`config.mk`:
```
export PLATFORM = sky130hd
export DESIGN_NAME = aco_optimizer
export DESIGN_NICKNAME = d
export VERILOG_FILES = /design/src/verilog/aco_optimizer.v /design/src/verilog/aco_profile_store.v
export VERILOG_INCLUDE_DIRS = /design/src /design/src/verilog
export SDC_FILE = /design/constraint.sdc
export NUM_CORES = 1
export LEC_CHECK = 0
export BUFFER_PORTS_ARGS = -buffer_cell sky130_fd_sc_hd__buf_2
export CORE_ASPECT_RATIO = 1.25
export CORE_MARGIN = 2
export CORE_UTILIZATION = 57
export CTS_BUF_LIST = sky130_fd_sc_hd__clkbuf_2
export DETAILED_ROUTE_END_ITERATION = 10
export GPL_TIMING_DRIVEN = 0
export PLACE_DENSITY = 0.71
export SLEW_MARGIN = 10
export SYNTH_ARGS = -nofsm -noshare
export SYNTH_HDL_FRONTEND = slang
export SYNTH_SLANG_ARGS = --single-unit
```
`constraint.sdc`:
```
create_clock -name clk -period 5.22 [get_ports clk]
set_input_delay 0.522 -clock clk [delete_from_list [all_inputs] [get_ports clk]]
set_output_delay 0.522 -clock clk [all_outputs]
set_load 0.02 [all_outputs]
```
`src/verilog/aco_defs.vh`:
```
// constants for the adaptive charge optimizer
`ifndef ACO_DEFS_VH
`define ACO_DEFS_VH

// widths
`define ACO_LVL_W        5
`define ACO_PROF_W       6
`define ACO_MARG_W       2
`define ACO_FIX_W        4
`define ACO_STATE_W      3
`define ACO_PROF_CNT     64

// control field placements (host register image)
`define ACO_REG_PROF_MSB 8'h07
`define ACO_REG_COMMAND  8'h08
`define ACO_BIT_RSTPF    3
`define ACO_BIT_START    0
`define ACO_CMD_PROF_HI  7
`define ACO_CMD_PROF_LO  4
`define ACO_PROF_SPLIT   4
`define ACO_REG_SET4     8'h0c
`define ACO_BIT_CAPMAX   4
`define ACO_REG_SET5     8'h0d

// reset values
`define ACO_PROF_RST     6'h01
`define ACO_MARG_RST     2'h3
`define ACO_CAPMAX_RST   1'b0
`define ACO_FIX_RST      4'h0
`define ACO_PROF_OFF     6'h00

// level codes
`define ACO_CAPMAX_HI    5'h0f
`define ACO_CAPMAX_LO    5'h0b
`define ACO_LVL_MIN      5'h00
`define ACO_LVL_MAX      5'h1f
`define ACO_MARG_T0      5'h01
`define ACO_MARG_T1      5'h02
`define ACO_MARG_T2      5'h03
`define ACO_MARG_T3      5'h04
`define ACO_FAR_GAP      5'h03
`define ACO_STEP_ONE     5'h01
`define ACO_STEP_TWO     5'h02

// adjustment codes reported after each update
`define ACO_ADJ_HOLD     2'h0
`define ACO_ADJ_DOWN     2'h1
`define ACO_ADJ_UP1      2'h2
`define ACO_ADJ_UP2      2'h3

// state codes
`define ACO_ST_IDLE      3'h0
`define ACO_ST_LOAD      3'h1
`define ACO_ST_CHARGE    3'h2
`define ACO_ST_ACTIVE    3'h3
`define ACO_ST_UPDATE    3'h4

`endif

```
`src/verilog/aco_optimizer.v`:
```
// adaptive charge optimizer: cycle sequencer and target learning
`timescale 1ns/100ps
`include "aco_defs.vh"

// Function
// - each nonzero profile keeps its own stored target
// - profile zero charges to fixed level
// - first use loads target from cap-max
// - register write or pin starts cycle
// - target reached begins active cycle
// - active end compares voltage to margin
// - above margin lowers target one step
// - below margin raises target
// - equal margin leaves target unchanged
// - power-on or profile reset reinitialises
// - far below margin raises two steps
// - moderately below raises one step
// - falling load keeps stepping target down
// - rising load keeps stepping target up
// - margin select defaults to binary 11
// - cap-max select picks starting target
// - profile index defaults to one
// - sixty-three learned profiles supported
// - index zero disables the optimizer
// - profile and margin set by host only
module aco_optimizer (
  input  wire                     clk,
  input  wire                     rst_n,
  input  wire                     profMsbWr,
  input  wire [1:0]               profMsbData,
  input  wire                     cmdWr,
  input  wire [7:0]               cmdData,
  input  wire                     capMaxWr,
  input  wire                     capMaxData,
  input  wire                     marginWr,
  input  wire [`ACO_MARG_W-1:0]   marginData,
  input  wire                     fixWr,
  input  wire [`ACO_FIX_W-1:0]    fixData,
  input  wire                     startPin,
  input  wire [`ACO_LVL_W-1:0]    capVoltage,
  input  wire                     activeDone,
  output wire [`ACO_PROF_W-1:0]   profileIdx,
  output wire [`ACO_MARG_W-1:0]   marginSel,
  output wire                     capMaxSel,
  output wire [`ACO_FIX_W-1:0]    fixedLevel,
  output wire                     chargeEn,
  output wire                     activeEn,
  output wire                     busy,
  output wire [`ACO_LVL_W-1:0]    targetLevel,
  output wire [1:0]               lastAdjust,
  output wire                     updateDone
);

  // =========================================================
  // host configuration
  reg [`ACO_PROF_W-1:0] prof_q;
  reg [`ACO_MARG_W-1:0] marg_q;
  reg                   capMax_q;
  reg [`ACO_FIX_W-1:0]  fix_q;

  // low index bits ride in the upper nibble of the command byte
  function [`ACO_PROF_W-1:0] joinIndex;
    input [`ACO_PROF_W-`ACO_PROF_SPLIT-1:0] hi;
    input [7:0]                              cmd;
    begin
      joinIndex = {hi, cmd[`ACO_CMD_PROF_HI:`ACO_CMD_PROF_LO]};
    end
  endfunction

  wire startReg = cmdWr & cmdData[`ACO_BIT_START];
  wire rstProf  = cmdWr & cmdData[`ACO_BIT_RSTPF];
  // index travels with the reset bit in the same write
  wire [`ACO_PROF_W-1:0] cmdProf =
    joinIndex(prof_q[`ACO_PROF_W-1:`ACO_PROF_SPLIT], cmdData);

  always @(posedge clk or negedge rst_n) begin
    if (!rst_n) begin
      prof_q   <= `ACO_PROF_RST;
      marg_q   <= `ACO_MARG_RST;
      capMax_q <= `ACO_CAPMAX_RST;
      fix_q    <= `ACO_FIX_RST;
    end else begin
      // index halves come by separate strobes; both at once pair up
      if (profMsbWr && cmdWr) begin
        prof_q <= joinIndex(profMsbData, cmdData);
      end else if (profMsbWr) begin
        prof_q <= {profMsbData, prof_q[`ACO_PROF_SPLIT-1:0]};
      end else if (cmdWr) begin
        prof_q <= cmdProf;
      end
      if (marginWr) begin
        marg_q <= marginData;
      end
      if (capMaxWr) begin
        capMax_q <= capMaxData;
      end
      if (fixWr) begin
        fix_q <= fixData;
      end
    end
  end

  // =========================================================
  // decode helpers
  // margin codes map to rising thresholds
  function [`ACO_LVL_W-1:0] marginLevel;
    input [`ACO_MARG_W-1:0] sel;
    begin
      case (sel)
        2'h0:    marginLevel = `ACO_MARG_T0;
        2'h1:    marginLevel = `ACO_MARG_T1;
        2'h2:    marginLevel = `ACO_MARG_T2;
        default: marginLevel = `ACO_MARG_T3;
      endcase
    end
  endfunction

  function [`ACO_LVL_W-1:0] capMaxLevel;
    input sel;
    begin
      if (sel) begin
        capMaxLevel = `ACO_CAPMAX_HI;
      end else begin
        capMaxLevel = `ACO_CAPMAX_LO;
      end
    end
  endfunction

  // =========================================================
  // learning step
  // saturating arithmetic keeps the code inside the cap range
  function [`ACO_LVL_W+1:0] learnStep;
    input [`ACO_LVL_W-1:0] cur;
    input [`ACO_LVL_W-1:0] vcap;
    input [`ACO_LVL_W-1:0] thr;
    reg   [`ACO_LVL_W-1:0] gap;
    reg   [`ACO_LVL_W-1:0] step;
    reg   [`ACO_LVL_W:0]   sum;
    begin
      // gap only means something when vcap sits below thr
      gap  = thr - vcap;
      step = `ACO_STEP_ONE;
      sum  = {1'b0, cur};
      if (vcap > thr) begin
        if (cur == `ACO_LVL_MIN) begin
          learnStep = {`ACO_ADJ_DOWN, cur};
        end else begin
          learnStep = {`ACO_ADJ_DOWN, cur - `ACO_STEP_ONE};
        end
      end else if (vcap < thr) begin
        if (gap >= `ACO_FAR_GAP) begin
          step = `ACO_STEP_TWO;
        end
        sum = {1'b0, cur} + {1'b0, step};
        if (sum > {1'b0, `ACO_LVL_MAX}) begin
          sum = {1'b0, `ACO_LVL_MAX};
        end
        if (step == `ACO_STEP_TWO) begin
          learnStep = {`ACO_ADJ_UP2, sum[`ACO_LVL_W-1:0]};
        end else begin
          learnStep = {`ACO_ADJ_UP1, sum[`ACO_LVL_W-1:0]};
        end
      end else begin
        learnStep = {`ACO_ADJ_HOLD, cur};
      end
    end
  endfunction

  // =========================================================
  // profile storage
  reg  [`ACO_STATE_W-1:0] state_q;
  reg  [`ACO_STATE_W-1:0] state_d;
  reg  [`ACO_PROF_W-1:0]  cycProf_q;
  reg  [`ACO_LVL_W-1:0]   target_q;
  reg  [`ACO_LVL_W-1:0]   target_d;
  reg  [1:0]              adj_q;
  reg  [1:0]              adj_d;
  reg                     done_q;
  reg                     wrEn;
  reg  [`ACO_LVL_W-1:0]   wrData;
  wire [`ACO_LVL_W-1:0]   storeLvl;
  wire                    storeValid;
  wire [`ACO_LVL_W+1:0]   stepOut;

  assign stepOut = learnStep(target_q, capVoltage, marginLevel(marg_q));

  // 64 slots, slot zero never written since index zero is off
  // a write to a slot wins over a clear of it in the same cycle
  aco_profile_store uStore (
    .clk     (clk),
    .rst_n   (rst_n),
    .rdIdx   (cycProf_q),
    .rdData  (storeLvl),
    .rdValid (storeValid),
    .wrEn    (wrEn),
    .wrIdx   (cycProf_q),
    .wrData  (wrData),
    .clrEn   (rstProf),
    .clrIdx  (cmdProf)
  );

  // =========================================================
  // sequencer states
  localparam [`ACO_STATE_W-1:0] ST_IDLE   = `ACO_ST_IDLE;
  localparam [`ACO_STATE_W-1:0] ST_LOAD   = `ACO_ST_LOAD;
  localparam [`ACO_STATE_W-1:0] ST_CHARGE = `ACO_ST_CHARGE;
  localparam [`ACO_STATE_W-1:0] ST_ACTIVE = `ACO_ST_ACTIVE;
  localparam [`ACO_STATE_W-1:0] ST_UPDATE = `ACO_ST_UPDATE;

  // =========================================================
  // cycle sequencer
  // a start seen outside idle is dropped, not queued
  wire startAny = startReg | startPin;

  always @* begin
    state_d  = state_q;
    target_d = target_q;
    adj_d    = adj_q;
    wrEn     = 1'b0;
    wrData   = target_q;
    case (state_q)
      ST_IDLE: begin
        if (startAny) begin
          state_d = ST_LOAD;
        end
      end
      ST_LOAD: begin
        state_d = ST_CHARGE;
        if (cycProf_q == `ACO_PROF_OFF) begin
          target_d = {1'b0, fix_q};
        end else if (storeValid) begin
          target_d = storeLvl;
        end else begin
          // first use seeds the slot so the next cycle learns from it
          target_d = capMaxLevel(capMax_q);
          wrEn     = 1'b1;
          wrData   = target_d;
        end
      end
      ST_CHARGE: begin
        // no timeout: a supply that never gets there holds the cycle
        if (capVoltage >= target_q) begin
          state_d = ST_ACTIVE;
        end
      end
      ST_ACTIVE: begin
        if (activeDone) begin
          state_d = ST_UPDATE;
        end
      end
      ST_UPDATE: begin
        // single write per active cycle, done before idle
        state_d = ST_IDLE;
        if (cycProf_q != `ACO_PROF_OFF) begin
          target_d = stepOut[`ACO_LVL_W-1:0];
          adj_d    = stepOut[`ACO_LVL_W+1:`ACO_LVL_W];
          wrEn     = 1'b1;
          wrData   = target_d;
        end else begin
          // profile zero keeps its fixed target and never learns
          adj_d = `ACO_ADJ_HOLD;
        end
      end
      default: begin
        state_d = ST_IDLE;
      end
    endcase
  end

  always @(posedge clk or negedge rst_n) begin
    if (!rst_n) begin
      state_q   <= ST_IDLE;
      cycProf_q <= `ACO_PROF_RST;
      target_q  <= `ACO_LVL_MIN;
      adj_q     <= `ACO_ADJ_HOLD;
      done_q    <= 1'b0;
    end else begin
      state_q  <= state_d;
      target_q <= target_d;
      adj_q    <= adj_d;
      done_q   <= (state_q == ST_UPDATE);
      if (state_q == ST_IDLE) begin
        // profile frozen for the whole cycle
        cycProf_q <= prof_q;
      end
    end
  end

  // =========================================================
  // outputs
  assign profileIdx  = prof_q;
  assign marginSel   = marg_q;
  assign capMaxSel   = capMax_q;
  assign fixedLevel  = fix_q;
  assign chargeEn    = (state_q == ST_CHARGE);
  assign activeEn    = (state_q == ST_ACTIVE);
  assign busy        = (state_q != ST_IDLE);
  assign targetLevel = target_q;
  assign lastAdjust  = adj_q;
  assign updateDone  = done_q;

endmodule

```
`src/verilog/aco_profile_store.v`:
```
// per-profile learned target storage with valid bits
`timescale 1ns/100ps
`include "aco_defs.vh"
module aco_profile_store (
  input  wire                     clk,
  input  wire                     rst_n,
  input  wire [`ACO_PROF_W-1:0]   rdIdx,
  output wire [`ACO_LVL_W-1:0]    rdData,
  output wire                     rdValid,
  input  wire                     wrEn,
  input  wire [`ACO_PROF_W-1:0]   wrIdx,
  input  wire [`ACO_LVL_W-1:0]    wrData,
  input  wire                     clrEn,
  input  wire [`ACO_PROF_W-1:0]   clrIdx
);

  // =========================================================
  // storage
  // array holds no reset; the valid bits gate it instead
  reg  [`ACO_LVL_W-1:0]    levelMem [0:`ACO_PROF_CNT-1];
  wire [`ACO_PROF_CNT-1:0] valid_q;

  always @(posedge clk) begin
    if (wrEn) begin
      levelMem[wrIdx] <= wrData;
    end
  end

  // =========================================================
  // valid bits
  genvar gi;
  generate
    for (gi = 0; gi < `ACO_PROF_CNT; gi = gi + 1) begin : gValid
      reg validBit_q;
      always @(posedge clk or negedge rst_n) begin
        if (!rst_n) begin
          validBit_q <= 1'b0;
        end else if (wrEn && wrIdx == gi) begin
          // a write in the clear cycle wins
          validBit_q <= 1'b1;
        end else if (clrEn && clrIdx == gi) begin
          validBit_q <= 1'b0;
        end
      end
      assign valid_q[gi] = validBit_q;
    end
  endgenerate

  assign rdData  = levelMem[rdIdx];
  assign rdValid = valid_q[rdIdx];

endmodule

```
==> impl_metrics.ini <==
[run_status]
status = completed

[cells_and_area]
syn2layout_area_growth_pct = 11.8
final_util_pct = 65.0
fillCellCount = 2156
fin_nets = 1361
layout_common_cells = edfxtp_1 (320), clkbuf_2 (141), dfrtp_1 (90)
layout-drive-gt1-share_pct = 25.8
final_common_cell = edfxtp_1
stdcell_count = 1788

[die]
die_area_mm2 = 0.0322
core_region_area_mm2 = 0.0302
fp.dieW_um = 161
initial_core_util_pct = 58.1
rows = 71
io_pins = 55
die_h_um = 200

[global_route]
groute.usage.overall_pct = 29.0
grt_pass1_vias = 11500
grt_max_degree = 54
grt_overflow_total = 0
grt_pass1_wl_mm = 68.9
antenna_found_initial = 2

[synthesis]
synth-main-ff-cell = edfxtp_1
syn_inst = 1118
synth_area_mm2 = 0.0175
ys_ff_latch = 414
synthDistinctLibCells = 62
syn_avg_cell_area_um2 = 15.7
synth_edf_count = 320
ys_seq_area_share_pct = 68.2
async_flop_share_pct = 22.7
yosys_warnings = 0

[pwr]
power_density_mw_per_mm2 = 551
power.leakage_nw = 6.82
ir_drop_mv = 0.219
power_mw = 10.8

[worst_setup_path]
critPathCaptureType = register
critPathMaxFanout = 15
crit_path_start_kind = register
critPathKind = reg2reg
cp.required_ns = 5.90
arrival_ns = 5.29

[placed_design]
pre_cts_ws_ns = 0.743
hpwl_mm = 32.0
place.gp.congestion = 0.954
dp.cells = 1594
io_buffers = 51

[run]
maxCapViolations = 0

[clock_network]
clk_pin_slew_worst_paths_ns = 0.11
insertion_delay_ns = 1.00
cts_setup_buffers = 0
clk_path_buf_depth = 3
cts_tree = done
cts_buffers = 96
cts_sinks = 414
root_buffer = clkbuf_2
ctsHtreeMaxLevel = 3

[hold_path]
hp-class = in2reg

[route]
wl_per_cell_um = 25.7
first_iter_violations = 1197
via_per_inst = 6.32
totalWireLength_mm = 45.9
drc = 0
vias = 11300
final_antenna_net_count = 0
drtPass1Iterations = 8

[timing]
period_share_pct = 88.3
finClkSkew_ns = 0.0851
relSlewSlack_pct = 37.9
setup_viol = 0
rsz0062_at_grt = no
tightest_slew_ns = 0.931
slew_violations = 0
fmax_mhz = 217
layout_setup_ws_ns = 0.613
hold_viol = 0
period_needed_ns = 4.61
per-stage QoR:
stage / area (um^2) / setup TNS, ns / hold slack (ns)
floorplan: 17600 / 0 / 0.226
global route: 19600 / 0 / 0.0440
global placement: 18300 / -113.68 / 0.472
CTS: 19600 / 0 / 0.00478
detailed placement: 18500 / 0 / 0.469
finish: 19600 / 0 / 0.0361
cell usage after synthesis, types with 7 or more instances:
cell type	instances	share of area, %
a211oi_1	8	0.34
a21oi_1	17	0.48
a22o_1	7	0.35
a22oi_1	32	1.4
buf_2	13	0.37
buf_6	7	0.45
clkbuf_1	36	0.77
dfrtp_1	90	13
edfxtp_1	320	55
ha_1	12	0.86
inv_1	16	0.34
mux2_2	20	1.3
mux2i_1	40	2.3
mux4_2	78	10
nand2_1	49	1.0
nand2b_1	7	0.25
nand3_1	19	0.54
nor2_1	77	1.6
nor2b_1	17	0.61
nor3_1	15	0.43
o211ai_1	8	0.34
o21ai_0	78	2.2
o21ai_1	67	1.9
o221ai_1	9	0.45
worst paths after layout:
kind | from | endpoint | slack (ns) | cells past startpoint
worst max-delay path | cycProf_q[2] | uStore.levelMem[54][1] | 0.61 | 13
worst min-delay path | cmdWr | profileIdx[0] | 0.04 | 2
worst max register to register | cycProf_q[2] | uStore.levelMem[54][1] | 0.61 | 13
worst min register to register | lastAdjust[0] | lastAdjust[0] | 0.50 | 2
max in group asynchronous | rst_n | marginSel[0] | 4.33 | 3
min in group asynchronous | rst_n | uStore.gValid[53].validBit_q | 0.11 | 2
flip-flops by register name (all words and copies together) (netlist names):
register	cells
capMaxSel	1
cycProf_q	6
fixedLevel	4
lastAdjust	2
marginSel	2
profileIdx	6
state_q	3
targetLevel	5
uStore.gValid.validBit_q	64
uStore.levelMem	320
updateDone	1
worst max-delay path, cell delays in order, from the launching register on:
cell      delay, ns
dfrtp_1        0.44
buf_2          0.23
nor2_2         0.54
nand2_1        0.61
nor3_1         0.64
buf_2          0.34
a21oi_1        0.09
o221ai_1       0.28
o211ai_1       0.18
buf_4          0.23
buf_4          0.18
buf_4          0.17
buf_4          0.18
buf_6          0.15
power by group:
part	switching, mW	total, mW	internal (mW)	leakage [nW]
Sequential	0.132	4.47	4.33	3.86
Clock	1.25	2.02	0.764	0.651
Combinational	2.76	4.32	1.56	2.31
metal layers:
layer  global-route usage, %  vias up  part of all wire [%]
met2                    49.1      612                    51
met5                       0        -                     0
met3                    6.03      116                   7.8
met4                    13.3        0                   4.0
li1                        -     4847                     -
met1                    36.2     5718                    37
cell families (layout without fill, tap and decap cells):
kind of cell / after synthesis / count (layout) / share of synthesized area [%]
simple gates: 208 / 208 / 5.50
fa+ha+maj: 14 / 14 / 1.08
other cells: 1 / 7 / 0.0214
mux: 139 / 139 / 13.6
buf+inv: 81 / 344 / 2.36
flops: 414 / 414 / 68.2
compound gates: 259 / 259 / 9.11
xor+xnor: 2 / 2 / 0.0998
layout make-up:
| type | instances | area, um^2 | area share [%] |
|---|---|---|---|
| Sequential cell | 414 | 12000 | 61.0 |
| Multi-Input combinational cell | 627 | 5190 | 26.5 |
| Timing Repair Buffer | 96 | 707 | 3.60 |
| Clock buffer | 141 | 706 | 3.60 |
| Tap cell | 401 | 502 | 2.56 |
| Buffer | 65 | 354 | 1.80 |
| Clock inverter | 26 | 128 | 0.651 |
| Inverter | 16 | 60.1 | 0.306 |
| Antenna cell | 2 | 5.00 | 0.0255 |
timing repair:
action                                 CTS  global route
hold buffers                            25             0
endpoints found under the hold margin   76             0
gates resized for setup                  0             0
(Power assumes the default switching activity.)
